--- src/pkg/flash_ctl_pkg.sv ---
package flash_ctl_pkg;
    // software command kinds seen by the control logic
    typedef enum logic [2:0] {
        OP_PROGRAM   = 3'h0,
        OP_ERASE     = 3'h1,
        OP_LOCK_PROG = 3'h2,
        OP_LOCK_READ = 3'h3,
        OP_BLANK     = 3'h4,
        OP_CLEAR_ST  = 3'h5
    } op_t;

    // engine states, one-hot
    typedef enum logic [1:0] {
        ENG_IDLE = 2'h1,
        ENG_RUN  = 2'h2
    } eng_state_t;

    // reset values of the control bits
    localparam logic RST_REWRITE_EN = 1'h0;
    localparam logic RST_LOCK_DIS = 1'h0;
    localparam logic RST_STOP = 1'h0;
    localparam logic RST_MODE_WE = 1'h0;
    localparam logic RST_DF_WAIT = 1'h0;
    localparam logic RST_SLOW_READ = 1'h0;
    localparam logic RST_LOW_CURRENT = 1'h0;
    localparam logic RST_EW_MODE = 1'h0;
    localparam logic RST_RSV_EN = 1'h0;
    localparam logic RST_PROG_ERR = 1'h0;
    localparam logic RST_ERASE_ERR = 1'h0;
    localparam logic RST_LOCK_RESULT = 1'h1;
    localparam logic RST_LOCK_BIT = 1'h1; // unlocked
    localparam logic LOCKED = 1'h0;
    localparam logic UNLOCKED = 1'h1;
    localparam int NUM_BLOCKS = 8;
endpackage : flash_ctl_pkg

--- src/pkg/op_if.sv ---
`timescale 1ns/1ps
interface op_if;
    logic start;
    flash_ctl_pkg::op_t op;
    logic abort;
    logic busy;
    logic done;
    logic fail;
    flash_ctl_pkg::op_t op_cur;
    logic core_start;
    logic core_done;
    logic core_fail;

    modport ctl (output start, output op, output abort, output core_done, output core_fail,
        input busy, input done, input fail, input op_cur, input core_start);
    modport eng (input start, input op, input abort, input core_done, input core_fail,
        output busy, output done, output fail, output op_cur, output core_start);
endinterface : op_if

--- src/rtl/flash_rewrite_control.sv ---
`timescale 1ns/1ps
module flash_rewrite_control #(
    parameter int NUM_BLOCKS = flash_ctl_pkg::NUM_BLOCKS,
    parameter int BLK_W = $clog2(NUM_BLOCKS)
) (
    input wire logic CLK,
    input wire logic RST_N,
    input wire logic REWRITE_EN_WR,
    input wire logic LOCK_DIS_WR,
    input wire logic STOP_WR,
    input wire logic CTRL_B_WR,
    input wire logic MODE_REG_WR,
    input wire logic WR_VALUE,
    input wire logic MODE_WE_VAL,
    input wire logic DF_WAIT_VAL,
    input wire logic SLOW_READ_VAL,
    input wire logic LOW_CURRENT_VAL,
    input wire logic EW_MODE_VAL,
    input wire logic RSV_EN_VAL,
    input wire logic CMD_VALID,
    input wire flash_ctl_pkg::op_t CMD_OP,
    input wire logic [BLK_W-1:0] CMD_BLOCK,
    input wire logic CORE_DONE,
    input wire logic CORE_FAIL,
    input wire logic NMI,
    input wire logic WDT_IRQ,
    input wire logic WAIT_MODE,
    input wire logic STOP_MODE,
    output logic FLASH_READY,
    output logic PROGRAM_ERROR,
    output logic ERASE_ERROR,
    output logic LOCK_STATUS_RESULT,
    output logic REWRITE_EN,
    output logic LOCK_DIS,
    output logic FLASH_STOP,
    output logic MODE_WE,
    output logic DF_WAIT,
    output logic SLOW_READ,
    output logic LOW_CURRENT_READ,
    output logic EW_MODE,
    output logic RSV_EN,
    output logic WDT_HALT,
    output logic FLASH_POWER_ON,
    output logic FLASH_ACCESS_EN,
    output logic CORE_START,
    output flash_ctl_pkg::op_t CORE_OP,
    output logic [BLK_W-1:0] CORE_BLOCK,
    output logic CORE_ABORT
);
    op_if opi ();

    logic rewrite_en_q, rewrite_en_d;
    logic lock_dis_q, lock_dis_d;
    logic stop_q, stop_d;
    logic en_armed_q, en_armed_d;
    logic dis_armed_q, dis_armed_d;
    logic mode_we_q, mode_we_d;
    logic df_wait_q, df_wait_d;
    logic slow_q, slow_d;
    logic lowcur_q, lowcur_d;
    logic ew_q, ew_d;
    logic rsv_q, rsv_d;
    logic prog_err_q, prog_err_d;
    logic erase_err_q, erase_err_d;
    logic lock_res_q, lock_res_d;
    logic [BLK_W-1:0] blk_q, blk_d;
    logic [NUM_BLOCKS-1:0] lock_q, lock_d;
    logic force_rst, cmd_ok, protected_hit, launch, ref_prog, ref_erase;

    // nmi always, watchdog only in ram-executed mode, forces register reset
    assign force_rst = NMI || (WDT_IRQ && !ew_q);
    // command gate: rewrite enabled, flash running, engine idle
    assign cmd_ok = CMD_VALID && rewrite_en_q && !stop_q && !opi.busy && !force_rst;
    // lock protection applies unless the disable bit is set
    assign protected_hit = !lock_dis_q && (lock_q[CMD_BLOCK] == flash_ctl_pkg::LOCKED);
    assign ref_prog = (CMD_OP == flash_ctl_pkg::OP_PROGRAM) && protected_hit;
    assign ref_erase = (CMD_OP == flash_ctl_pkg::OP_ERASE) && protected_hit;
    assign launch = cmd_ok && (CMD_OP != flash_ctl_pkg::OP_CLEAR_ST) && !ref_prog && !ref_erase;

    assign opi.start = launch;
    assign opi.op = CMD_OP;
    assign opi.abort = force_rst || stop_q;
    assign opi.core_done = CORE_DONE;
    assign opi.core_fail = CORE_FAIL;

    op_engine u_engine (
        .clk(CLK),
        .rst_n(RST_N),
        .opi(opi)
    );

    // control register a: enable bits with the zero-then-one guard
    always_comb begin
        rewrite_en_d = rewrite_en_q;
        lock_dis_d = lock_dis_q;
        stop_d = stop_q;
        en_armed_d = en_armed_q;
        dis_armed_d = dis_armed_q;
        if (REWRITE_EN_WR) begin
            if (!WR_VALUE) begin
                rewrite_en_d = 1'b0;
                en_armed_d = 1'b1;
            end else begin
                rewrite_en_d = en_armed_q ? 1'b1 : rewrite_en_q;
                en_armed_d = 1'b0;
            end
        end
        if (LOCK_DIS_WR) begin
            if (!WR_VALUE) begin
                lock_dis_d = 1'b0;
                dis_armed_d = 1'b1;
            end else begin
                lock_dis_d = dis_armed_q ? 1'b1 : lock_dis_q;
                dis_armed_d = 1'b0;
            end
        end
        if (STOP_WR) begin
            stop_d = WR_VALUE;
        end
        if (force_rst) begin
            rewrite_en_d = flash_ctl_pkg::RST_REWRITE_EN;
            lock_dis_d = flash_ctl_pkg::RST_LOCK_DIS;
            stop_d = flash_ctl_pkg::RST_STOP;
            en_armed_d = 1'b0;
            dis_armed_d = 1'b0;
        end
    end

    // control register b and the mode register
    always_comb begin
        mode_we_d = mode_we_q;
        df_wait_d = df_wait_q;
        slow_d = slow_q;
        lowcur_d = lowcur_q;
        ew_d = ew_q;
        rsv_d = rsv_q;
        if (CTRL_B_WR) begin
            mode_we_d = MODE_WE_VAL;
            df_wait_d = DF_WAIT_VAL;
            slow_d = SLOW_READ_VAL;
            lowcur_d = LOW_CURRENT_VAL;
        end
        if (MODE_REG_WR && mode_we_q) begin
            ew_d = EW_MODE_VAL;
            rsv_d = RSV_EN_VAL;
        end
        if (force_rst) begin
            mode_we_d = flash_ctl_pkg::RST_MODE_WE;
            df_wait_d = flash_ctl_pkg::RST_DF_WAIT;
            slow_d = flash_ctl_pkg::RST_SLOW_READ;
            lowcur_d = flash_ctl_pkg::RST_LOW_CURRENT;
        end
    end

    // status flags, lock result and the lock bit store
    always_comb begin
        prog_err_d = prog_err_q;
        erase_err_d = erase_err_q;
        lock_res_d = lock_res_q;
        blk_d = launch ? CMD_BLOCK : blk_q;
        lock_d = lock_q;
        if (cmd_ok && CMD_OP == flash_ctl_pkg::OP_CLEAR_ST) begin
            prog_err_d = 1'b0;
            erase_err_d = 1'b0;
        end
        if (cmd_ok && ref_prog) begin
            prog_err_d = 1'b1;
        end
        if (cmd_ok && ref_erase) begin
            erase_err_d = 1'b1;
        end
        if (opi.done) begin
            case (opi.op_cur)
                flash_ctl_pkg::OP_PROGRAM: prog_err_d = opi.fail;
                flash_ctl_pkg::OP_ERASE: begin
                    erase_err_d = opi.fail;
                    if (lock_dis_q && !opi.fail) begin
                        lock_d[blk_q] = flash_ctl_pkg::UNLOCKED;
                    end
                end
                flash_ctl_pkg::OP_BLANK: erase_err_d = opi.fail;
                flash_ctl_pkg::OP_LOCK_PROG: begin
                    if (!opi.fail) begin
                        lock_d[blk_q] = flash_ctl_pkg::LOCKED;
                    end
                    prog_err_d = opi.fail;
                end
                flash_ctl_pkg::OP_LOCK_READ: lock_res_d = lock_q[blk_q];
                default: lock_res_d = lock_res_q;
            endcase
        end
        if (force_rst) begin
            prog_err_d = flash_ctl_pkg::RST_PROG_ERR;
            erase_err_d = flash_ctl_pkg::RST_ERASE_ERR;
            lock_res_d = flash_ctl_pkg::RST_LOCK_RESULT;
        end
    end

    // register all state
    always_ff @(posedge CLK or negedge RST_N) begin
        if (!RST_N) begin
            rewrite_en_q <= flash_ctl_pkg::RST_REWRITE_EN;
            lock_dis_q <= flash_ctl_pkg::RST_LOCK_DIS;
            stop_q <= flash_ctl_pkg::RST_STOP;
            en_armed_q <= 1'b0;
            dis_armed_q <= 1'b0;
            mode_we_q <= flash_ctl_pkg::RST_MODE_WE;
            df_wait_q <= flash_ctl_pkg::RST_DF_WAIT;
            slow_q <= flash_ctl_pkg::RST_SLOW_READ;
            lowcur_q <= flash_ctl_pkg::RST_LOW_CURRENT;
            ew_q <= flash_ctl_pkg::RST_EW_MODE;
            rsv_q <= flash_ctl_pkg::RST_RSV_EN;
            prog_err_q <= flash_ctl_pkg::RST_PROG_ERR;
            erase_err_q <= flash_ctl_pkg::RST_ERASE_ERR;
            lock_res_q <= flash_ctl_pkg::RST_LOCK_RESULT;
            blk_q <= '0;
            lock_q <= {NUM_BLOCKS{flash_ctl_pkg::RST_LOCK_BIT}};
        end else begin
            rewrite_en_q <= rewrite_en_d;
            lock_dis_q <= lock_dis_d;
            stop_q <= stop_d;
            en_armed_q <= en_armed_d;
            dis_armed_q <= dis_armed_d;
            mode_we_q <= mode_we_d;
            df_wait_q <= df_wait_d;
            slow_q <= slow_d;
            lowcur_q <= lowcur_d;
            ew_q <= ew_d;
            rsv_q <= rsv_d;
            prog_err_q <= prog_err_d;
            erase_err_q <= erase_err_d;
            lock_res_q <= lock_res_d;
            blk_q <= blk_d;
            lock_q <= lock_d;
        end
    end

    // outputs
    assign FLASH_READY = !opi.busy;
    assign PROGRAM_ERROR = prog_err_q;
    assign ERASE_ERROR = erase_err_q;
    assign LOCK_STATUS_RESULT = lock_res_q;
    assign REWRITE_EN = rewrite_en_q;
    assign LOCK_DIS = lock_dis_q;
    assign FLASH_STOP = stop_q;
    assign MODE_WE = mode_we_q;
    assign DF_WAIT = df_wait_q;
    assign SLOW_READ = slow_q;
    assign LOW_CURRENT_READ = slow_q && lowcur_q;
    assign EW_MODE = ew_q;
    assign RSV_EN = rsv_q;
    assign WDT_HALT = ew_q && opi.busy && (opi.op_cur == flash_ctl_pkg::OP_PROGRAM
        || opi.op_cur == flash_ctl_pkg::OP_ERASE);
    assign FLASH_POWER_ON = !stop_q && !WAIT_MODE && !STOP_MODE;
    assign FLASH_ACCESS_EN = !stop_q;
    assign CORE_START = opi.core_start;
    assign CORE_OP = opi.op_cur;
    assign CORE_BLOCK = blk_q;
    assign CORE_ABORT = opi.abort && opi.busy;
endmodule : flash_rewrite_control

--- src/rtl/op_engine.sv ---
`timescale 1ns/1ps
module op_engine (
    input wire logic clk,
    input wire logic rst_n,
    op_if.eng opi
);
    flash_ctl_pkg::eng_state_t state_q, state_d;
    flash_ctl_pkg::op_t op_q, op_d;
    logic done_q, done_d;
    logic fail_q, fail_d;

    // next state: idle takes a start, run waits for the core or an abort
    always_comb begin
        state_d = state_q;
        op_d = op_q;
        done_d = 1'b0;
        fail_d = fail_q;
        case (state_q)
            flash_ctl_pkg::ENG_IDLE: begin
                if (opi.start && !opi.abort) begin
                    state_d = flash_ctl_pkg::ENG_RUN;
                    op_d = opi.op;
                end
            end
            flash_ctl_pkg::ENG_RUN: begin
                if (opi.abort) begin
                    state_d = flash_ctl_pkg::ENG_IDLE;
                end else if (opi.core_done) begin
                    state_d = flash_ctl_pkg::ENG_IDLE;
                    done_d = 1'b1;
                    fail_d = opi.core_fail;
                end
            end
            default: state_d = flash_ctl_pkg::ENG_IDLE;
        endcase
    end

    always_ff @(posedge clk or negedge rst_n) begin
        if (!rst_n) begin
            state_q <= flash_ctl_pkg::ENG_IDLE;
            op_q <= flash_ctl_pkg::OP_PROGRAM;
            done_q <= 1'b0;
            fail_q <= 1'b0;
        end else begin
            state_q <= state_d;
            op_q <= op_d;
            done_q <= done_d;
            fail_q <= fail_d;
        end
    end

    assign opi.busy = (state_q == flash_ctl_pkg::ENG_RUN);
    assign opi.done = done_q;
    assign opi.fail = fail_q;
    assign opi.op_cur = op_q;
    assign opi.core_start = opi.start && !opi.abort && (state_q == flash_ctl_pkg::ENG_IDLE);
endmodule : op_engine

--- config.mk ---
export PLATFORM = sky130hd
export DESIGN_NAME = flash_rewrite_control
export DESIGN_NICKNAME = d
export VERILOG_FILES = /design/src/pkg/flash_ctl_pkg.sv /design/src/pkg/op_if.sv /design/src/rtl/flash_rewrite_control.sv /design/src/rtl/op_engine.sv
export SDC_FILE = /design/constraint.sdc
export NUM_CORES = 1
export LEC_CHECK = 0
export BUFFER_PORTS_ARGS = -buffer_cell sky130_fd_sc_hd__buf_2
export CORE_MARGIN = 2
export CORE_UTILIZATION = 37
export DETAILED_ROUTE_END_ITERATION = 12
export MAX_ROUTING_LAYER = met4
export PLACE_DENSITY = 0.6
export SLEW_MARGIN = 20
export SYNTH_ARGS = -nofsm -noshare
export SYNTH_HDL_FRONTEND = slang
export SYNTH_SLANG_ARGS = --single-unit
--- constraint.sdc ---
create_clock -name CLK -period 2.85 [get_ports CLK]
set_clock_uncertainty 0.1 [all_clocks]
set_input_delay 0.1425 -clock CLK [delete_from_list [all_inputs] [get_ports CLK]]
set_output_delay 0.1425 -clock CLK [all_outputs]
set_load 0.005 [all_outputs]
## Word level (Yosys, flattened, before mapping)

Index checks and enable logic that the tools add are counted.
Widths: inputs -> output; s select.

- Flip-flop bits (word level): 32
- Output and inout bits: 24

- Eq/ne operators: 15
- Order comparisons: 3
- Reduce and logical (&&, ||, !) cells: 57
- Multiplexer cells: 52
- Bitwise logic cells: 5

Operators by type and width:

| kind | number |
|---|---|
| $mux 1 | 42 |
| $logic_and 1x1->1 | 25 |
| $mux 8 | 2 |
| $pmux 8 s2 | 1 |
| $reduce_bool 2->1 | 7 |
| $logic_not 1->1 | 11 |
| $reduce_and 2->1 | 5 |
| $and 8x8->8 | 1 |
| $lt 3x4->1 const B | 2 |
| $not 8->8 | 1 |
| $or 8x8->8 | 1 |
| $bmux 1 s3 | 2 |
| $eq 3x1->1 const B | 2 |
| $eq 3x2->1 const B | 2 |
| $eq 3x3->1 const B | 2 |
| $logic_not 3->1 | 2 |
| $mux 2 | 3 |
| $ne 3x1->1 const B | 2 |
| $ne 3x3->1 const B | 2 |
| $ne 2x2->1 const B | 2 |
| $pmux 2 s2 | 1 |
| $reduce_and 4->1 | 1 |
| $reduce_or 2->1 | 2 |
| $demux 1 s3 | 1 |
| other kinds (7) | 10 |

## Depth between registers and ports, before layout

Gate-level depths: netlist (run 1).

- Depth after elaboration: 11
- Mapped depth: 6
- Gate-level depth less buffers: 5

## Modules after synthesis

A second synthesis (run 1) with hierarchy kept.

- Cell total of the unflattened synthesis: 145
- Area, all modules: 1691.6 um2

Modules (own cells, without submodules):

| module | sequential area each (um2) | times used | area an instance (um2) | cells each |
|---|---|---|---|---|
| flash_rewrite_control | 636.9 | 1 | 1387.6 | 127 |
| op_engine | 176.4 | 1 | 304.0 | 18 |

## Least setup slack after synthesis (run 1)

OpenSTA, ideal clock, no wires.

- Kind: reg2reg
- From: register u_engine.state_q[0]
- To: register u_engine.op_q[0] (netlist: u_engine.opi.op_cur[0])
- Buffers on the path: 0
- Clock period less this slack: 2.112 ns
- Arrival: 1.887 ns
- Required time: 2.625 ns
- Path slack: 0.738 ns
- Cell stages (with the launch flop): 6
- Cells stage by stage: dfstp_2 -> and2b_4 -> nor4b_4 -> o21ai_2 -> nor4b_4 -> mux2_4

- Longest elaborated chain between the ends: 9
- Elaborated cells on any way between the ends: 10
- Classes of those cells: 2 x eq/ne; 8 x reduce/logical

Ends and longest elaborated chain:

| item | RTL line | RTL |
|---|---|---|
| start, declared | op_engine.sv:7 | `flash_ctl_pkg::eng_state_t state_q, state_d;` |
| start signal, assigned | op_engine.sv:40 | `state_q <= flash_ctl_pkg::ENG_IDLE;` |
| start signal, assigned | op_engine.sv:45 | `state_q <= state_d;` |
| $eq 2x2->1 | op_engine.sv:52 | `assign opi.busy = (state_q == flash_ctl_pkg::ENG_RUN);` |
| $logic_not 1->1 | flash_rewrite_control.sv:73 | `assign cmd_ok = CMD_VALID && rewrite_en_q && !stop_q && !opi.busy && !force_rst;` |
| $logic_and 1x1->1 (2 in series) | flash_rewrite_control.sv:73 |  |
| $logic_and 1x1->1 (3 in series) | flash_rewrite_control.sv:78 | `assign launch = cmd_ok && (CMD_OP != flash_ctl_pkg::OP_CLEAR_ST) && !ref_prog && !ref_erase;` |
| $logic_and 1x1->1 | op_engine.sv:20 | `if (opi.start && !opi.abort) begin` |
| $reduce_and 2->1 (no line) (*) | n/a |  |
| end signal, assigned | op_engine.sv:41 | `op_q <= flash_ctl_pkg::OP_PROGRAM;` |
| end signal, assigned | op_engine.sv:46 | `op_q <= op_d;` |
| end, declared | op_engine.sv:8 | `flash_ctl_pkg::op_t op_q, op_d;` |

Every way passes the cells marked *; elsewhere a longest branch is shown, timed or not.
A chain may end at the register's enable or synchronous reset.

## Final worst setup path (run 1)

- From: register u_engine.state_q[0]
- To: output CORE_START

- Longest elaborated chain between the ends: 9
- Elaborated cells on any way between the ends: 10
- Classes of those cells: 2 x eq/ne; 8 x reduce/logical

Ends and longest elaborated chain:

| item | RTL line | RTL |
|---|---|---|
| $eq 2x2->1 | op_engine.sv:52 |  |
| $logic_not 1->1 | flash_rewrite_control.sv:73 |  |
| $logic_and 1x1->1 (2 in series) | flash_rewrite_control.sv:73 |  |
| $logic_and 1x1->1 (3 in series) | flash_rewrite_control.sv:78 |  |
| $logic_and 1x1->1 | op_engine.sv:56 | `assign opi.core_start = opi.start && !opi.abort && (state_q == flash_ctl_pkg::ENG_IDLE);` |
| $logic_and 1x1->1 (*) | op_engine.sv:56 |  |
| end, declared | flash_rewrite_control.sv:45 | `output logic CORE_START,` |

Marked as above.

==> results of run 1 <==
logic make-up (layout without fill, tap and decap cells):
group                     count (synthesis)  in the layout  share of synthesized area (%)
AOI/OAI and AO/OA                        19             19                           8.27
xor gates and xnor gates                  1              1                          0.522
buffers and inverters                    10             68                           2.46
DFF                                      32             32                           48.4
muxes                                    29             29                           19.4
and+or+nand+nor                          60             60                           20.9
tightest hold or removal path: cells and delay by family:
| family | cells | cell delay, ps |
|---|---|---|
| buffers and inverters | 1 | 80 |
| muxes | 1 | 60 |
| and+or+nand+nor | 1 | 80 |
layer usage:
| layer | part of all wire, % | track usage, % |
|---|---|---|
| met5 | 0 | - |
| met4 | 0.66 | 5.03 |
| met3 | 5.7 | 3.52 |
| met2 | 49 | 27.3 |
| met1 | 45 | 20.8 |
placed cells by master (no fill, tap or decap), drive strengths merged, types with 5 or more instances in the layout:
master	netlist	layout
a21oi	6	6
buf	2	50
clkbuf	4	5
dfrtp	22	22
dfstp	10	10
dlygate4sd3	0	6
mux2	19	19
mux2i	10	10
nand2	9	9
nand3b	5	5
nor2	17	17
nor3	7	7
how the worst max path moves through the flow:
stage                   startpoint                endpoint  slack [ps]
2_1_floorplan  u_engine.state_q[0]  u_engine.opi.op_cur[0]         740
3_3_place_gp   u_engine.state_q[0]  u_engine.opi.op_cur[0]         720
3_5_place_dp   u_engine.state_q[0]  u_engine.opi.op_cur[1]         630
4_1_cts        u_engine.state_q[0]              CORE_START         450
5_1_grt        u_engine.state_q[0]              CORE_START         350
6_report       u_engine.state_q[0]              CORE_START         460
power by group through the flow:
stage	Clock, mW	Sequential [mW]	Combinational [mW]
global route	0.456	0.513	0.149
floorplan	0	0.507	0.0703
detailed placement	0	0.517	0.129
global placement	0	0.515	0.126
CTS	0.440	0.509	0.136
finish	0.428	0.508	0.133
through the flow:
step           total power [mW]  instance area (sq um)  hold WS (ps)
3_3_place_gp              0.641                   1970           118
6_report                   1.07                   2140          13.4
5_1_grt                    1.12                   2140          31.3
3_5_place_dp              0.645                   1970           137
4_1_cts                    1.08                   2140          3.73
2_1_floorplan             0.577                   1680          -253
layout make-up:
type,instances,area [sq um],area share [%]
Clock buffer,5,68.8,3.22
Clock inverter,3,42.5,1.99
Inverter,4,15.0,0.702
Multi-Input combinational cell,109,825,38.5
Sequential cell,32,813,38.0
Tap cell,52,65.1,3.04
Timing Repair Buffer,56,310,14.5
==> results.txt, run 1 <==
Reg clk slew, reported paths -> 70 ps
Synth top area share -> 32.8%
GRT overflow -> 0
clk root buf -> clkbuf_8
Critical Path AT -> 2140 ps
ratio of cells with drive above 1 in the final layout -> 45.9%
Syn-to-layout area delta -> 27.4%
Core Box Area -> 4350 sq um
Worst Hold Depth -> 3
vias -> 1,345
worst min path class -> in2reg
Synth async-reset ratio -> 100%
initial antenna violation count -> 0
die height -> 71.4 microns
reg2reg start -> u_engine.state_q[0]
Peak VDD IR -> 0.000251 V
CTS buffer count -> 5
delay-heaviest family, CP -> simple AND/OR/NAND/NOR gates
P_leak -> 0.997 nW
Vias/cell -> 5.15
critical path cell sequence -> and2b_4 > nor4b_4 > o21ai_2 > nor4b_4 > buf_2
CP max stage cell -> dfstp_2
worst path bufs/invs -> 1
io pins -> 51
Slew Limit Fails -> 0
Yosys cell types -> 37
worst reg2reg endpoint -> u_engine.opi.op_cur[2]
P_sw -> 263 uW
Setup CP Type -> reg2out
endpoint type of the worst setup path -> primary output
crit-path max FO -> 6
post-CTS setup repair buffer count -> 0
antenna fix cells -> 0
RePlAce Congestion -> 0.817
Non-Filler Instances -> 261
Syn Inst Count -> 151
Setup WS post-layout -> 464 ps
critical path depth -> 5
maximum buffer depth of the clock tree -> 2
CP startpoint kind -> register
Synth Flop Type -> dfrtp_1
vias in the first global route -> 1,362
DR iter-0 viols -> 69
final setup fails -> 0
Mapped Area -> 1680 sq um
Syn. warnings -> 0
Tot GR Track Use -> 16.6%
Die X -> 71.4 microns
DRC Markers -> 0
nets -> 235
Achievable Freq -> 0.419 GHz
Post-CTS Resized -> 0
Hold Fails Final Rpt -> 0
clock share of power -> 40.0%
Finished Core Util -> 49.1%
Final Critical Period -> 2390 ps
post-route ant nets -> 0
drt wl/cell -> 14.6 microns
Synth Net Count -> 178
fillcell total -> 412
hold worst-path end -> SLOW_READ
Slew @ Worst Pin -> 701 ps
CP dominant cell by count -> nor4b_4
pwr/cell area -> 500 nW/um^2
average cell area after synthesis -> 11.1 sq um
Pint -> 807 uW
final period utilization -> 83.7%
worst r2r path cells -> 5
first-pass GRT wire length -> 6490 microns
CTS HTree Levels -> 2
clk sink count -> 32
hold-fix buffers at CTS -> 6
Hold Path Origin -> SLOW_READ_VAL
largest cells by area after synthesis -> dfrtp_1 33%, dfstp_2 16%, mux2_2 11%
clk_lat worst skew -> 280 ps
DP HPWL -> 2910 microns
R2R Setup Slk -> 630 ps
placed insts -> 247
combinational fraction of design power -> 12.5%
count leader, synth -> dfrtp_1
CTS tree -> done
largest area contributor in the netlist -> dfrtp_1
WL final -> 3810 microns
status -> finished, final reports clean
Synth top cells by count -> 22 x dfrtp_1, 17 x nor2_1, 16 x mux2_2, 10 x dfstp_2, 10 x mux2i_1
largest net degree at the start of global routing -> 33
register area share after synthesis -> 48.4%
max-cap violation count -> 0
CP Data Required Time -> 2610 ps
CP max stage delay -> 530 ps
pre-CTS WS -> 635 ps
post-synthesis register bit count -> 32
Initial Utilization -> 38.6%
Port Buffers -> 50
Pre-Repair DR Iteration Count -> 4
total negative setup slack -> 0 ps
Seq pwr share -> 47.5%
Slew Limit Headroom -> 53.2%
EDFF count, synth -> 0
sw frac -> 24.6%
std cell rows -> 24
RSZ-0062 raised after global routing -> no
DIE AREA -> 5090 sq um
(Power assumes the default switching activity.)
==> run 2, diff against run 1 <==
--- a/config.mk
+++ b/config.mk
@@ -5,12 +5,13 @@
 export SDC_FILE = /design/constraint.sdc
 export NUM_CORES = 1
 export LEC_CHECK = 0
+export ABC_AREA = 1
 export BUFFER_PORTS_ARGS = -buffer_cell sky130_fd_sc_hd__buf_2
 export CORE_MARGIN = 2
 export CORE_UTILIZATION = 37
 export DETAILED_ROUTE_END_ITERATION = 12
 export MAX_ROUTING_LAYER = met4
-export PLACE_DENSITY = 0.6
+export PLACE_DENSITY = 0.59
 export SLEW_MARGIN = 20
 export SYNTH_ARGS = -nofsm -noshare
 export SYNTH_HDL_FRONTEND = slang
==> constraint.sdc (replaced) <==
create_clock -name CLK -period 2.35 [get_ports CLK]
set_clock_uncertainty 0.1 [all_clocks]
set_input_delay 0.1175 -clock CLK [delete_from_list [all_inputs] [get_ports CLK]]
set_output_delay 0.1175 -clock CLK [all_outputs]
set_load 0.005 [all_outputs]
==> run 2 against run 1 <==
Net effect: non-clock buffer count increased by 5; sequential power up 37%; global-route usage up 1.2 points; critical endpoint unchanged; die area increased by 4.6%; via count rose by 20%; worst hold slack better by 9.9 ps; largest power group unchanged; combinational power rose to 2.6 times the previous value.
==> results.txt, run 2 <==
GRT overflow -> 0 (unchanged)
met1 Usage GRT -> 22.2% (+1.4 points)
Worst Hold Depth -> 3 (unchanged)
CTS HTree Levels -> 2 (unchanged)
Pre-Repair DR Iteration Count -> 4 (unchanged)
Yosys cell types -> 32 (-14%)
Hold Fails Final Rpt -> 0 (unchanged)
CP Data Required Time -> 2130 ps (-480 ps)
drt wl/cell -> 12.0 microns (-18%)
final setup fails -> 0 (unchanged)
Synth async-reset ratio -> 100% (unchanged)
post-synthesis register bit count -> 32 (unchanged)
post-route ant nets -> 0 (unchanged)
RePlAce Congestion -> 0.856 (+4.8%)
P_leak -> 1.11 nW (+12%)
clk_lat worst skew -> 280 ps (about the same)
DIE AREA -> 5330 sq um (+4.6%)
nets -> 311 (+32%)
Post-CTS Resized -> 0 (unchanged)
DP HPWL -> 3040 microns (+4.5%)
clk sink count -> 32 (unchanged)
DR iter-0 viols -> 50 (-28%)
Slew Limit Fails -> 0 (unchanged)
Vias/cell -> 4.77 (-7.5%)
hold worst-path end -> FLASH_STOP
met2 Use GR -> 28.2% (+0.92 points)
clk root buf -> clkbuf_8
Port Buffers -> 50 (unchanged)
pwr/cell area -> 664 nW/um^2 (+33%)
Top Usage Layer GRT -> met2
Final Critical Period -> 1890 ps
worst r2r path cells -> 7 (+2)
initial antenna violation count -> 0 (unchanged)
CP startpoint kind -> register
Syn. warnings -> 0 (unchanged)
most frequent cells in the layout -> 50 x buf_2, 45 x nand2_1, 24 x inv_1
vias -> 1,616 (+20%)
pre-CTS WS -> 751 ps (+116 ps)
largest net degree at the start of global routing -> 33 (unchanged)
register area share after synthesis -> 46.2% (-2.2 points)
endpoint type of the worst setup path -> primary output
antenna fix cells -> 0 (unchanged)
Achievable Freq -> 0.530 GHz
count leader, synth -> nand2_1
Syn-to-layout area delta -> 29.7%
Hold Path Origin -> WR_VALUE
die height -> 73.0 microns (+2.3%)
Setup CP Type -> reg2out
first-pass GRT wire length -> 6970 microns (+7.3%)
Critical Path AT -> 1670 ps (-470 ps)
EDFF count, synth -> 0 (unchanged)
CTS buffer count -> 5 (unchanged)
Tot GR Track Use -> 17.8% (+1.2 points)
io pins -> 51 (unchanged)
crit-path max FO -> 5 (-1)
Synth top cells by count -> 45 x nand2_1, 24 x inv_1, 23 x nand3_1, 22 x dfrtp_1, 16 x o21ai_1
largest cells by area after synthesis -> dfrtp_1 31%, dfstp_2 15%, nand2_1 9.6%
final period utilization -> 80.3%
Mapped Area -> 1760 sq um (+4.8%)
hold-fix buffers at CTS -> 11 (+5)
met3 Track Usage GR -> 4.56% (+1.0 points)
RSZ-0062 raised after global routing -> no
Synth Net Count -> 244 (+37%)
vias in the first global route -> 1,526 (+12%)
status -> finished, final reports clean
CTS tree -> done
max-cap violation count -> 0 (unchanged)
Initial Utilization -> 37.8% (-0.79 points)
worst min path class -> in2reg
WL final -> 4050 microns (+6.3%)
Reg clk slew, reported paths -> 60 ps (about the same)
Slew @ Worst Pin -> 717 ps (+15.7 ps)
Die X -> 73.0 microns (+2.3%)
Slew Limit Headroom -> 52.2% (-1.0 points)
total negative setup slack -> 0 ps (unchanged)
fillcell total -> 460 (+12%)
std cell rows -> 25 (+4.2%)
commonest non-fill, non-tap cell in the layout -> buf_2
reg2reg start -> u_engine.state_q[0]
worst reg2reg endpoint -> u_engine.opi.op_cur[2]
Syn Inst Count -> 217 (+44%)
post-CTS setup repair buffer count -> 0 (unchanged)
Core Box Area -> 4660 sq um (+7.0%)
DRC Markers -> 0 (unchanged)
Peak VDD IR -> 0.000366 V (+45%)
Synth Flop Type -> dfrtp_1
Synth top area share -> 31.3% (-1.5 points)
Setup WS post-layout -> 463 ps (-1.31 ps)
average cell area after synthesis -> 8.11 sq um (-27%)
largest area contributor in the netlist -> dfrtp_1
maximum buffer depth of the clock tree -> 2 (unchanged)
ratio of cells with drive above 1 in the final layout -> 35.8% (-10 points)
R2R Setup Slk -> 780 ps (+150 ps)
-- run 2: cell types whose count changed in the layout (fill, tap and decap cells not counted), sizes merged, moves of 10 or more --
cell and change:
mux2 -16, nand2 +47, nand3 +26, mux2i -10
inv +31, o21ai +17
-- run 2: per-layer routing --
metal | vias up | part of all wire [%]
met5 | - | 0
met4 | 0 | 1.4
met3 | 6 | 5.2
met2 | 41 | 47
met1 | 728 | 47
li1 | 841 | -
-- run 2: how the worst max path moves through the flow --
stage,startpoint,slack [ps],cells past startpoint,endpoint
after floorplan,u_engine.state_q[0],880,7,u_engine.opi.op_cur[0]
after global placement,u_engine.state_q[0],800,7,CORE_START
after detailed placement,u_engine.state_q[0],750,7,CORE_START
after CTS,u_engine.state_q[0],440,7,CORE_START
after global routing,u_engine.state_q[0],330,7,CORE_START
final,u_engine.state_q[0],460,7,CORE_START
-- run 2: per-stage QoR --
stage,hold WS [ps],cell area [sq um],util [%],total power [mW],std cells
after global placement,119,2070,44.5,1.05,320
final,23.4,2280,49.0,1.52,339
after CTS,14.3,2280,49.0,1.54,339
after detailed placement,121,2070,44.5,1.05,320
after global routing,16.9,2280,49.0,1.62,339
after floorplan,-278,1760,-,0.902,217
-- run 2: cells by family after synthesis --
| logic type | count (synthesis) | share of synthesized area (%) |
|---|---|---|
| AOI/OAI and AO/OA | 32 | 10.7 |
| buffers and inverters | 37 | 7.96 |
| DFF | 32 | 46.2 |
| muxes | 3 | 1.92 |
| and+or+nand+nor | 113 | 33.2 |
-- run 2: cell type report --
| class | count | area [sq um] | area share [%] |
|---|---|---|---|
| clock buffer | 8 | 100 | 4.38 |
| inverter | 36 | 135 | 5.92 |
| multi-input combinational | 148 | 807 | 35.3 |
| sequential | 32 | 813 | 35.6 |
| tap | 54 | 67.6 | 2.96 |
| timing repair buffer | 61 | 360 | 15.8 |
-- run 2: critical path, stage by stage (launching register included) --
cell	delay (ps)
dfstp_2	520
clkinv_1	80
nand2_1	160
nand3_2	150
nor2_4	140
nand4_2	170
inv_1	80
buf_2	100
-- run 2: power by group --
part,total [mW],internal [mW],switching (mW)
Sequential,0.697,0.613,0.0842
Clock,0.469,0.267,0.201
Combinational,0.351,0.143,0.208
